`src/common/swcfg_consts.svh`:
```
// constants of the switch configuration register bank
// assumes inclusion by the package and design files only
`ifndef SWCFG_CONSTS_SVH
`define SWCFG_CONSTS_SVH

`define SWCFG_ADDR_W 8
`define SWCFG_DATA_W 8

`define SWCFG_OFS_FAST_MODES 8'h00
`define SWCFG_OFS_SIDE_MODES 8'h01
`define SWCFG_OFS_RX_SET 8'h10
`define SWCFG_OFS_TERM_AB 8'h11
`define SWCFG_OFS_TERM_CD 8'h12
`define SWCFG_OFS_EQ_AB 8'h13
`define SWCFG_OFS_EQ_CD 8'h14
`define SWCFG_OFS_TX_SET 8'h20

`define SWCFG_RST_FAST_MODES 8'h40
`define SWCFG_RST_SIDE_MODES 8'h40
`define SWCFG_RST_RX_SET 8'h01
`define SWCFG_RST_TERM_AB 8'h00
`define SWCFG_RST_TERM_CD 8'h00
`define SWCFG_RST_EQ_AB 8'h00
`define SWCFG_RST_EQ_CD 8'h00
`define SWCFG_RST_TX_SET 8'h03

`define SWCFG_MODES_EN_BIT 6
`define SWCFG_MODES_SEL_HI 1
`define SWCFG_MODES_SEL_LO 0
`define SWCFG_RX_MASTER_BIT 0
`define SWCFG_TX_BOOST_HI 3
`define SWCFG_TX_BOOST_LO 2
`define SWCFG_TX_TERM_BIT 1
`define SWCFG_TX_CUR_BIT 0

`define SWCFG_PIN_W 8
`define SWCFG_PIN_SETTLE 3'h4

`endif

```
`src/common/swcfg_pkg.sv`:
```
// types of the switch configuration register bank
// assumes swcfg_consts.svh on the include path
`include "swcfg_consts.svh"
package swcfg_pkg;
  typedef logic [`SWCFG_DATA_W-1:0] swcfg_byte_t;
  typedef logic [`SWCFG_ADDR_W-1:0] swcfg_addr_t;
  typedef logic [1:0] swcfg_sel_t;
  typedef enum logic [1:0] {
    SWCFG_BOOST_NONE = 2'b00,
    SWCFG_BOOST_LOW = 2'b01,
    SWCFG_BOOST_MED = 2'b10,
    SWCFG_BOOST_HIGH = 2'b11
  } swcfg_boost_t;
  typedef enum logic [1:0] {
    SWCFG_SRC_A = 2'b00,
    SWCFG_SRC_B = 2'b01,
    SWCFG_SRC_C = 2'b10,
    SWCFG_SRC_D = 2'b11
  } swcfg_src_t;
  typedef enum logic [0:0] {
    SWCFG_MODE_PIN = 1'b0,
    SWCFG_MODE_SERIAL = 1'b1
  } swcfg_mode_t;
endpackage

```
`src/swcfg_sync3.sv`:
```
// three-stage synchroniser for static configuration pins
// assumes pins are asynchronous to ref_clk_i
`timescale 1ns/100ps
module swcfg_sync3 #(
  parameter int W = 8
) (
  input wire logic ref_clk_i,
  input wire logic nrst_i,
  input wire logic [W-1:0] pin_i,
  output logic [W-1:0] level_o
);
  logic [W-1:0] s1_ff;
  logic [W-1:0] s2_ff;
  logic [W-1:0] s3_ff;
  logic [W-1:0] level_ff;
  logic [W-1:0] nxt_level;

  // a bit changes only once stages two and three agree
  always_comb begin
    for (int i = 0; i < W; i++) begin
      nxt_level[i] = (s2_ff[i] == s3_ff[i]) ? s3_ff[i] : level_ff[i];
    end
  end

  always_ff @(posedge ref_clk_i or negedge nrst_i) begin
    if (!nrst_i) begin
      s1_ff <= '0;
      s2_ff <= '0;
      s3_ff <= '0;
      level_ff <= '0;
    end else begin
      s1_ff <= pin_i;
      s2_ff <= s1_ff;
      s3_ff <= s2_ff;
      level_ff <= nxt_level;
    end
  end

  assign level_o = level_ff;
endmodule

```
`src/swcfg_lane_map.sv`:
```
// maps sixteen per-lane control bits onto sources a..d, lane 0..3
// assumes registered input bits, so outputs are glitch-free wiring
`timescale 1ns/100ps
module swcfg_lane_map (
  input wire logic [15:0] bits_i,
  output logic [3:0] src_a_o,
  output logic [3:0] src_b_o,
  output logic [3:0] src_c_o,
  output logic [3:0] src_d_o
);
  // b ascending, a ascending, c and d descending
  always_comb begin
    for (int k = 0; k < 4; k++) begin
      src_b_o[k] = bits_i[k];
      src_a_o[k] = bits_i[4 + k];
      src_c_o[k] = bits_i[11 - k];
      src_d_o[k] = bits_i[15 - k];
    end
  end
endmodule

```
`src/swcfg_regbank.sv`:
```
// configuration register bank of the four-to-one video link switch
// assumes a serial control front end issuing one-cycle read/write strobes
// and board-tied configuration pins
`timescale 1ns/100ps
`include "swcfg_consts.svh"
module swcfg_regbank (
  input wire logic ref_clk_i,
  input wire logic nrst_i,
  // register port from the serial control front end
  input wire logic reg_wr_i,
  input wire logic reg_rd_i,
  input wire swcfg_pkg::swcfg_addr_t reg_addr_i,
  input wire swcfg_pkg::swcfg_byte_t reg_wdata_i,
  output swcfg_pkg::swcfg_byte_t reg_rdata_o,
  output logic reg_rvalid_o,
  // configuration pins
  input wire logic pin_switch_enable_i,
  input wire logic [1:0] pin_source_select_i,
  input wire logic pin_equalizer_level_i,
  input wire logic [1:0] pin_boost_level_bits_i,
  input wire logic pin_output_term_on_i,
  input wire logic pin_drive_current_sel_i,
  // controls to the channel cells
  output logic serial_mode_o,
  output logic fast_switch_enable_o,
  output swcfg_pkg::swcfg_src_t fast_source_select_o,
  output logic side_switch_enable_o,
  output swcfg_pkg::swcfg_src_t side_source_select_o,
  output logic input_term_master_select_o,
  output logic [3:0] term_src_a_o,
  output logic [3:0] term_src_b_o,
  output logic [3:0] term_src_c_o,
  output logic [3:0] term_src_d_o,
  output logic [3:0] eq_src_a_o,
  output logic [3:0] eq_src_b_o,
  output logic [3:0] eq_src_c_o,
  output logic [3:0] eq_src_d_o,
  output swcfg_pkg::swcfg_boost_t output_boost_level_o,
  output logic output_term_on_o,
  output logic output_drive_current_sel_o
);
  import swcfg_pkg::*;

  logic [`SWCFG_PIN_W-1:0] pin_raw;
  logic [`SWCFG_PIN_W-1:0] pin_lvl;
  logic p_en;
  logic [1:0] p_sel;
  logic p_eq;
  logic [1:0] p_boost;
  logic p_oterm;
  logic p_cur;

  swcfg_mode_t mode_ff;
  swcfg_mode_t nxt_mode;
  swcfg_byte_t fast_modes_ff;
  swcfg_byte_t side_modes_ff;
  swcfg_byte_t rx_set_ff;
  swcfg_byte_t term_ab_ff;
  swcfg_byte_t term_cd_ff;
  swcfg_byte_t eq_ab_ff;
  swcfg_byte_t eq_cd_ff;
  swcfg_byte_t tx_set_ff;
  swcfg_byte_t nxt_fast_modes;
  swcfg_byte_t nxt_side_modes;
  swcfg_byte_t nxt_rx_set;
  swcfg_byte_t nxt_term_ab;
  swcfg_byte_t nxt_term_cd;
  swcfg_byte_t nxt_eq_ab;
  swcfg_byte_t nxt_eq_cd;
  swcfg_byte_t nxt_tx_set;
  logic [15:0] term_eff_ff;
  logic [15:0] nxt_term_eff;
  swcfg_byte_t rdata_ff;
  swcfg_byte_t nxt_rdata;
  logic rvalid_ff;
  logic nxt_rvalid;
  swcfg_byte_t pin_fast;
  swcfg_byte_t pin_side;
  swcfg_byte_t pin_tx;
  logic access;
  logic [2:0] settle_ff;
  logic [2:0] nxt_settle;
  logic pins_settled;

  // pins are static straps but asynchronous to the clock
  assign pin_raw = {pin_switch_enable_i, pin_source_select_i, pin_equalizer_level_i,
                    pin_boost_level_bits_i, pin_output_term_on_i, pin_drive_current_sel_i};

  swcfg_sync3 #(
    .W(`SWCFG_PIN_W)
  ) u_pin_sync (
    .ref_clk_i(ref_clk_i),
    .nrst_i(nrst_i),
    .pin_i(pin_raw),
    .level_o(pin_lvl)
  );

  assign {p_en, p_sel, p_eq, p_boost, p_oterm, p_cur} = pin_lvl;
  assign access = reg_wr_i | reg_rd_i;
  assign pins_settled = (settle_ff == `SWCFG_PIN_SETTLE);

  // pin-derived register images
  always_comb begin
    pin_fast = '0;
    pin_fast[`SWCFG_MODES_EN_BIT] = p_en;
    pin_fast[`SWCFG_MODES_SEL_HI:`SWCFG_MODES_SEL_LO] = p_sel;
    pin_side = '0;
    pin_side[`SWCFG_MODES_EN_BIT] = 1'b1;
    pin_side[`SWCFG_MODES_SEL_HI:`SWCFG_MODES_SEL_LO] = p_sel;
    pin_tx = '0;
    pin_tx[`SWCFG_TX_BOOST_HI:`SWCFG_TX_BOOST_LO] = p_boost;
    pin_tx[`SWCFG_TX_TERM_BIT] = p_oterm;
    pin_tx[`SWCFG_TX_CUR_BIT] = p_cur;
  end

  // synchroniser fill time, so reset-time zeros are never taken as straps
  always_comb begin
    nxt_settle = settle_ff;
    if (settle_ff != `SWCFG_PIN_SETTLE) begin
      nxt_settle = settle_ff + 3'h1;
    end
  end

  always_ff @(posedge ref_clk_i or negedge nrst_i) begin
    if (!nrst_i) begin
      settle_ff <= 3'h0;
    end else begin
      settle_ff <= nxt_settle;
    end
  end

  // mode: pins govern until the first serial access
  always_comb begin
    nxt_mode = mode_ff;
    if (access) begin
      nxt_mode = SWCFG_MODE_SERIAL;
    end
  end

  always_ff @(posedge ref_clk_i or negedge nrst_i) begin
    if (!nrst_i) begin
      mode_ff <= SWCFG_MODE_PIN;
    end else begin
      mode_ff <= nxt_mode;
    end
  end

  // register contents
  always_comb begin
    nxt_fast_modes = fast_modes_ff;
    nxt_side_modes = side_modes_ff;
    nxt_rx_set = rx_set_ff;
    nxt_term_ab = term_ab_ff;
    nxt_term_cd = term_cd_ff;
    nxt_eq_ab = eq_ab_ff;
    nxt_eq_cd = eq_cd_ff;
    nxt_tx_set = tx_set_ff;
    if (mode_ff == SWCFG_MODE_PIN && pins_settled) begin
      // load from pins every cycle, so serial starts from pin values
      nxt_fast_modes = pin_fast;
      nxt_side_modes = pin_side;
      nxt_rx_set = `SWCFG_RST_RX_SET;
      nxt_term_ab = '0;
      nxt_term_cd = '0;
      nxt_eq_ab = {`SWCFG_DATA_W{p_eq}};
      nxt_eq_cd = {`SWCFG_DATA_W{p_eq}};
      nxt_tx_set = pin_tx;
    end
    if (reg_wr_i) begin
      case (reg_addr_i)
        `SWCFG_OFS_FAST_MODES: begin
          nxt_fast_modes = '0;
          nxt_fast_modes[`SWCFG_MODES_EN_BIT] = reg_wdata_i[`SWCFG_MODES_EN_BIT];
          nxt_fast_modes[`SWCFG_MODES_SEL_HI:`SWCFG_MODES_SEL_LO] =
            reg_wdata_i[`SWCFG_MODES_SEL_HI:`SWCFG_MODES_SEL_LO];
        end
        `SWCFG_OFS_SIDE_MODES: begin
          nxt_side_modes = '0;
          nxt_side_modes[`SWCFG_MODES_EN_BIT] = reg_wdata_i[`SWCFG_MODES_EN_BIT];
          nxt_side_modes[`SWCFG_MODES_SEL_HI:`SWCFG_MODES_SEL_LO] =
            reg_wdata_i[`SWCFG_MODES_SEL_HI:`SWCFG_MODES_SEL_LO];
        end
        `SWCFG_OFS_RX_SET: begin
          nxt_rx_set = '0;
          nxt_rx_set[`SWCFG_RX_MASTER_BIT] = reg_wdata_i[`SWCFG_RX_MASTER_BIT];
        end
        `SWCFG_OFS_TERM_AB: begin
          nxt_term_ab = reg_wdata_i;
        end
        `SWCFG_OFS_TERM_CD: begin
          nxt_term_cd = reg_wdata_i;
        end
        `SWCFG_OFS_EQ_AB: begin
          nxt_eq_ab = reg_wdata_i;
        end
        `SWCFG_OFS_EQ_CD: begin
          nxt_eq_cd = reg_wdata_i;
        end
        `SWCFG_OFS_TX_SET: begin
          nxt_tx_set = '0;
          nxt_tx_set[`SWCFG_TX_BOOST_HI:`SWCFG_TX_BOOST_LO] =
            reg_wdata_i[`SWCFG_TX_BOOST_HI:`SWCFG_TX_BOOST_LO];
          nxt_tx_set[`SWCFG_TX_TERM_BIT] = reg_wdata_i[`SWCFG_TX_TERM_BIT];
          nxt_tx_set[`SWCFG_TX_CUR_BIT] = reg_wdata_i[`SWCFG_TX_CUR_BIT];
        end
        default: begin
          nxt_tx_set = nxt_tx_set;
        end
      endcase
    end
  end

  // gated termination, registered so the cells see no glitch
  always_comb begin
    if (nxt_rx_set[`SWCFG_RX_MASTER_BIT]) begin
      nxt_term_eff = {nxt_term_cd, nxt_term_ab};
    end else begin
      nxt_term_eff = '0;
    end
  end

  always_ff @(posedge ref_clk_i or negedge nrst_i) begin
    if (!nrst_i) begin
      term_eff_ff <= '0;
    end else begin
      term_eff_ff <= nxt_term_eff;
    end
  end

  // read answer, one cycle after the strobe
  always_comb begin
    nxt_rvalid = reg_rd_i;
    nxt_rdata = rdata_ff;
    if (reg_rd_i) begin
      case (reg_addr_i)
        `SWCFG_OFS_FAST_MODES: nxt_rdata = fast_modes_ff;
        `SWCFG_OFS_SIDE_MODES: nxt_rdata = side_modes_ff;
        `SWCFG_OFS_RX_SET: nxt_rdata = rx_set_ff;
        `SWCFG_OFS_TERM_AB: nxt_rdata = term_ab_ff;
        `SWCFG_OFS_TERM_CD: nxt_rdata = term_cd_ff;
        `SWCFG_OFS_EQ_AB: nxt_rdata = eq_ab_ff;
        `SWCFG_OFS_EQ_CD: nxt_rdata = eq_cd_ff;
        `SWCFG_OFS_TX_SET: nxt_rdata = tx_set_ff;
        default: nxt_rdata = '0;
      endcase
    end
  end

  always_ff @(posedge ref_clk_i or negedge nrst_i) begin
    if (!nrst_i) begin
      rdata_ff <= '0;
      rvalid_ff <= 1'b0;
    end else begin
      rdata_ff <= nxt_rdata;
      rvalid_ff <= nxt_rvalid;
    end
  end

  always_ff @(posedge ref_clk_i or negedge nrst_i) begin
    if (!nrst_i) begin
      fast_modes_ff <= `SWCFG_RST_FAST_MODES;
      side_modes_ff <= `SWCFG_RST_SIDE_MODES;
      rx_set_ff <= `SWCFG_RST_RX_SET;
      term_ab_ff <= `SWCFG_RST_TERM_AB;
      term_cd_ff <= `SWCFG_RST_TERM_CD;
      eq_ab_ff <= `SWCFG_RST_EQ_AB;
      eq_cd_ff <= `SWCFG_RST_EQ_CD;
      tx_set_ff <= `SWCFG_RST_TX_SET;
    end else begin
      fast_modes_ff <= nxt_fast_modes;
      side_modes_ff <= nxt_side_modes;
      rx_set_ff <= nxt_rx_set;
      term_ab_ff <= nxt_term_ab;
      term_cd_ff <= nxt_term_cd;
      eq_ab_ff <= nxt_eq_ab;
      eq_cd_ff <= nxt_eq_cd;
      tx_set_ff <= nxt_tx_set;
    end
  end

  swcfg_lane_map u_term_map (
    .bits_i(term_eff_ff),
    .src_a_o(term_src_a_o),
    .src_b_o(term_src_b_o),
    .src_c_o(term_src_c_o),
    .src_d_o(term_src_d_o)
  );

  swcfg_lane_map u_eq_map (
    .bits_i({eq_cd_ff, eq_ab_ff}),
    .src_a_o(eq_src_a_o),
    .src_b_o(eq_src_b_o),
    .src_c_o(eq_src_c_o),
    .src_d_o(eq_src_d_o)
  );

  assign reg_rdata_o = rdata_ff;
  assign reg_rvalid_o = rvalid_ff;
  assign serial_mode_o = (mode_ff == SWCFG_MODE_SERIAL);
  assign fast_switch_enable_o = fast_modes_ff[`SWCFG_MODES_EN_BIT];
  assign fast_source_select_o = swcfg_src_t'(fast_modes_ff[`SWCFG_MODES_SEL_HI:`SWCFG_MODES_SEL_LO]);
  assign side_switch_enable_o = side_modes_ff[`SWCFG_MODES_EN_BIT];
  assign side_source_select_o = swcfg_src_t'(side_modes_ff[`SWCFG_MODES_SEL_HI:`SWCFG_MODES_SEL_LO]);
  assign input_term_master_select_o = rx_set_ff[`SWCFG_RX_MASTER_BIT];
  assign output_boost_level_o = swcfg_boost_t'(tx_set_ff[`SWCFG_TX_BOOST_HI:`SWCFG_TX_BOOST_LO]);
  assign output_term_on_o = tx_set_ff[`SWCFG_TX_TERM_BIT];
  assign output_drive_current_sel_o = tx_set_ff[`SWCFG_TX_CUR_BIT];
endmodule

```
`config.mk`:
```
export PLATFORM = sky130hd
export DESIGN_NAME = swcfg_regbank
export DESIGN_NICKNAME = d
export VERILOG_FILES = /design/src/common/swcfg_pkg.sv /design/src/swcfg_sync3.sv /design/src/swcfg_lane_map.sv /design/src/swcfg_regbank.sv
export VERILOG_INCLUDE_DIRS = /design/src /design/src/common
export SDC_FILE = /design/constraint.sdc
export NUM_CORES = 1
export LEC_CHECK = 0
export BUFFER_PORTS_ARGS = -buffer_cell sky130_fd_sc_hd__buf_2
export CORE_UTILIZATION = 40
export DETAILED_ROUTE_END_ITERATION = 12
export PLACE_DENSITY = 0.69
export SYNTH_ARGS = -nofsm -noshare
export SYNTH_HDL_FRONTEND = slang
export SYNTH_HIERARCHICAL = 1
export SYNTH_SLANG_ARGS = --single-unit
```
`constraint.sdc`:
```
create_clock -name ref_clk_i -period 5.34 [get_ports ref_clk_i]
set_input_delay 1.068 -clock ref_clk_i [delete_from_list [all_inputs] [get_ports ref_clk_i]]
set_output_delay 1.068 -clock ref_clk_i [all_outputs]
set_load 0.02 [all_outputs]
```
==> results_dict.tcl <==
set metrics [dict create \
    grt_setup_unrepaired "no" \
    skew_ps 7.63 \
    yosysMostFrequentCell "dfrtp_1" \
    critPathArrivalTime_ps 2900 \
    place_congestion 0.830 \
    largest_register_ffs 16 \
    nets 552 \
    synth_seq_area_share 0.585 \
    area.sequential_sq_mm 0.00313 \
    ys_seq_elements 125 \
    yosysTopAreaCell "dfrtp_1" \
    yosys.area.top_type_share 0.561 \
    fin_util 0.480 \
    ctsHoldBuffers 0 \
    antenna_found_initial 0 \
    die_area_sq_mm 0.0139 \
    netlist_instances 490 \
    grt_use_total 0.198 \
    p_total_mw 2.31 \
    synthSimpleGateAreaFrac 0.148 \
    endpoint "eq_ab_ff[7]" \
    crit_path_start_kind "primary input" \
    grt_pass1_vias 3830 \
    setup_viol 0 \
    diodes 0 \
    cts_setup_buffers 0 \
    core_area_sq_mm 0.0128 \
    setup_slack_ps 2700 \
    largest-register "term_eff_ff" \
    start_util 0.418 \
    drt_iter0_markers 312 \
    met3_usage 0.0533 \
    fp.dieW_microns 118 \
    synth_common_cells "dfrtp_1, a21oi_1, nand2_1" \
    rr_endpoint "eq_ab_ff[7]" \
    multi_input_area_sq_mm 0.00176 \
    grt-ovfl-total 0 \
    yosys-top-cells-area "dfrtp_1, a21oi_1, buf_4" \
    via_count 3768 \
    area_growth_syn_to_layout_pct 14.9 \
    reg2reg_slack_ps 2810 \
    io_pins 81 \
    cts_tree "yes" \
    synth_xor_area_frac 0.00164 \
    synth_top_family_by_area "simple AND/OR/NAND/NOR gates" \
    cts.clk_slew.worst_paths_ps 60 \
    drive_above_1_share 0.271 \
    setup_tns_ps 0 \
    end_kind "register" \
    critPathMaxFanout 16 \
    ys_types 46 \
    worst_pin_slew_ps 981 \
    clock_path_buffers 2 \
    die-height_microns 118 \
    use_met1 0.252 \
    outcome "finished, final reports clean" \
    ctsRootBufferMaster "clkbuf_16" \
    preCtsSetupSlack_ps 2340 \
    finalHoldViolCount 0 \
    r2r-start "settle_ff[0]" \
    synth_compound_area_frac 0.135 \
    cts_num_sinks 125 \
    synth_area_sq_mm 0.00536 \
    worst-r2r-cell-count 7 \
    ys.flop_type "dfrtp_1" \
    fmaxAchievable_ghz 0.379 \
    cts_max_level 4 \
    synth_adder_area_share 0.0215 \
    wl_per_cell_microns 18.3 \
    avgSynthCellArea_sq_um 10.9 \
    ant_nets 0 \
    top_usage_layer "met2" \
    row_count 41 \
    yosysWarnings 6 \
    gr-usage-met2 0.306 \
    hpwlAfterDp_microns 8690 \
    hp-start "u_pin_sync/s1_ff[0]" \
    via_per_inst 5.33 \
    final_cells 707 \
    route.detailed.drc 0 \
    grt_max_degree 58 \
    clock_latency_ps 420 \
    max_cap_viol_count 0 \
    slew_violations 0 \
    finish.instance_area_sq_mm 0.00616 \
    hold_class "reg2reg" \
    dp_cells 675 \
    syn_nets 520 \
    fillers 1210 \
    power.leakage_nw 2.90 \
    p_per_area_mw_per_mm2 374 \
    synth_mux_area_frac 0.0227 \
    ir_drop_mv 0.222 \
    wl_microns 13000 \
    grt_pass1_wl_microns 20800 \
    critPathRequiredTime_ps 5600 \
    place_area_sq_mm 0.00555 \
    io_buffer_count 80 \
    path_class "in2reg" \
    ctsResizeCount 0 \
    finalCriticalPeriod_ps 2640 \
    cts_buffers 17 \
    relSlewSlack 0.346 \
    firstDrtPassIters 5 \
    whs_ps 349 \
    synthArstFlopShare 1.00 \
    period_share 0.494 \
    startpoint "reg_addr_i[5]" \
    synth_edf_count 0 \
]
## report_power, final
| group | total (mW) | switching [mW] | internal, mW |
|---|---|---|---|
| clock | 1.17 | 0.425 | 0.748 |
| combinational | 0.128 | 0.0832 | 0.0450 |
| sequential | 1.00 | 0.0224 | 0.982 |
| total | 2.31 | 0.531 | 1.77 |
## worst min path at each step
stage	to	cells past startpoint
6_report	u_pin_sync/s2_ff[0]	0
4_1_cts	u_pin_sync/s2_ff[6]	0
5_1_grt	u_pin_sync/s2_ff[2]	0
3_5_place_dp	u_pin_sync/s2_ff[6]	0
2_1_floorplan	u_pin_sync/s2_ff[0]	0
3_3_place_gp	u_pin_sync/s2_ff[7]	0
## per-layer routing
metal | vias to the layer above | routed length (microns)
met5 | - | 0
met4 | 0 | 414
met3 | 32 | 649
met2 | 117 | 6180
met1 | 1884 | 5710
li1 | 1735 | -
## layout make-up
| cell class | instances | share of cell area |
|---|---|---|
| clock buffer | 19 | 0.0719 |
| clock inverter | 13 | 0.0270 |
| inverter | 5 | 0.00305 |
| multi-input combinational | 291 | 0.286 |
| sequential | 125 | 0.509 |
| tap | 172 | 0.0350 |
| timing repair buffer | 82 | 0.0679 |
## placed cells by master, fill, tap and decap left out, types with 3 or more instances in the layout
cell type / instances
clkinv_2: 3
buf_2: 79
a22oi_1: 21
a21oi_1: 67
or3_1: 3
dfrtp_1: 120
nor2_1: 34
a22o_1: 8
a211o_1: 7
and2_1: 13
nand2_1: 44
mux2_2: 9
a31oi_1: 5
buf_4: 3
nor3_1: 9
clkinv_4: 4
clkbuf_16: 17
bufinv_16: 3
and3_1: 15
inv_1: 4
nand3_1: 20
maj3_2: 8
dfstp_2: 5
## logic make-up after synthesis
| group | Yosys count |
|---|---|
| buffers and inverters | 74 |
| muxes | 11 |
| DFF | 125 |
| xor gates and xnor gates | 1 |
| adders and majority gates | 10 |
| and+or+nand+nor | 154 |
| AOI/OAI and AO/OA | 115 |
## worst max-delay path: stages
cell	delay [ps]
buf_2	180
nor4b_4	320
and2_1	310
nand4_1	580
nor2_1	330
a21oi_1	80
Note: power is estimated with default switching activity, not from simulation.
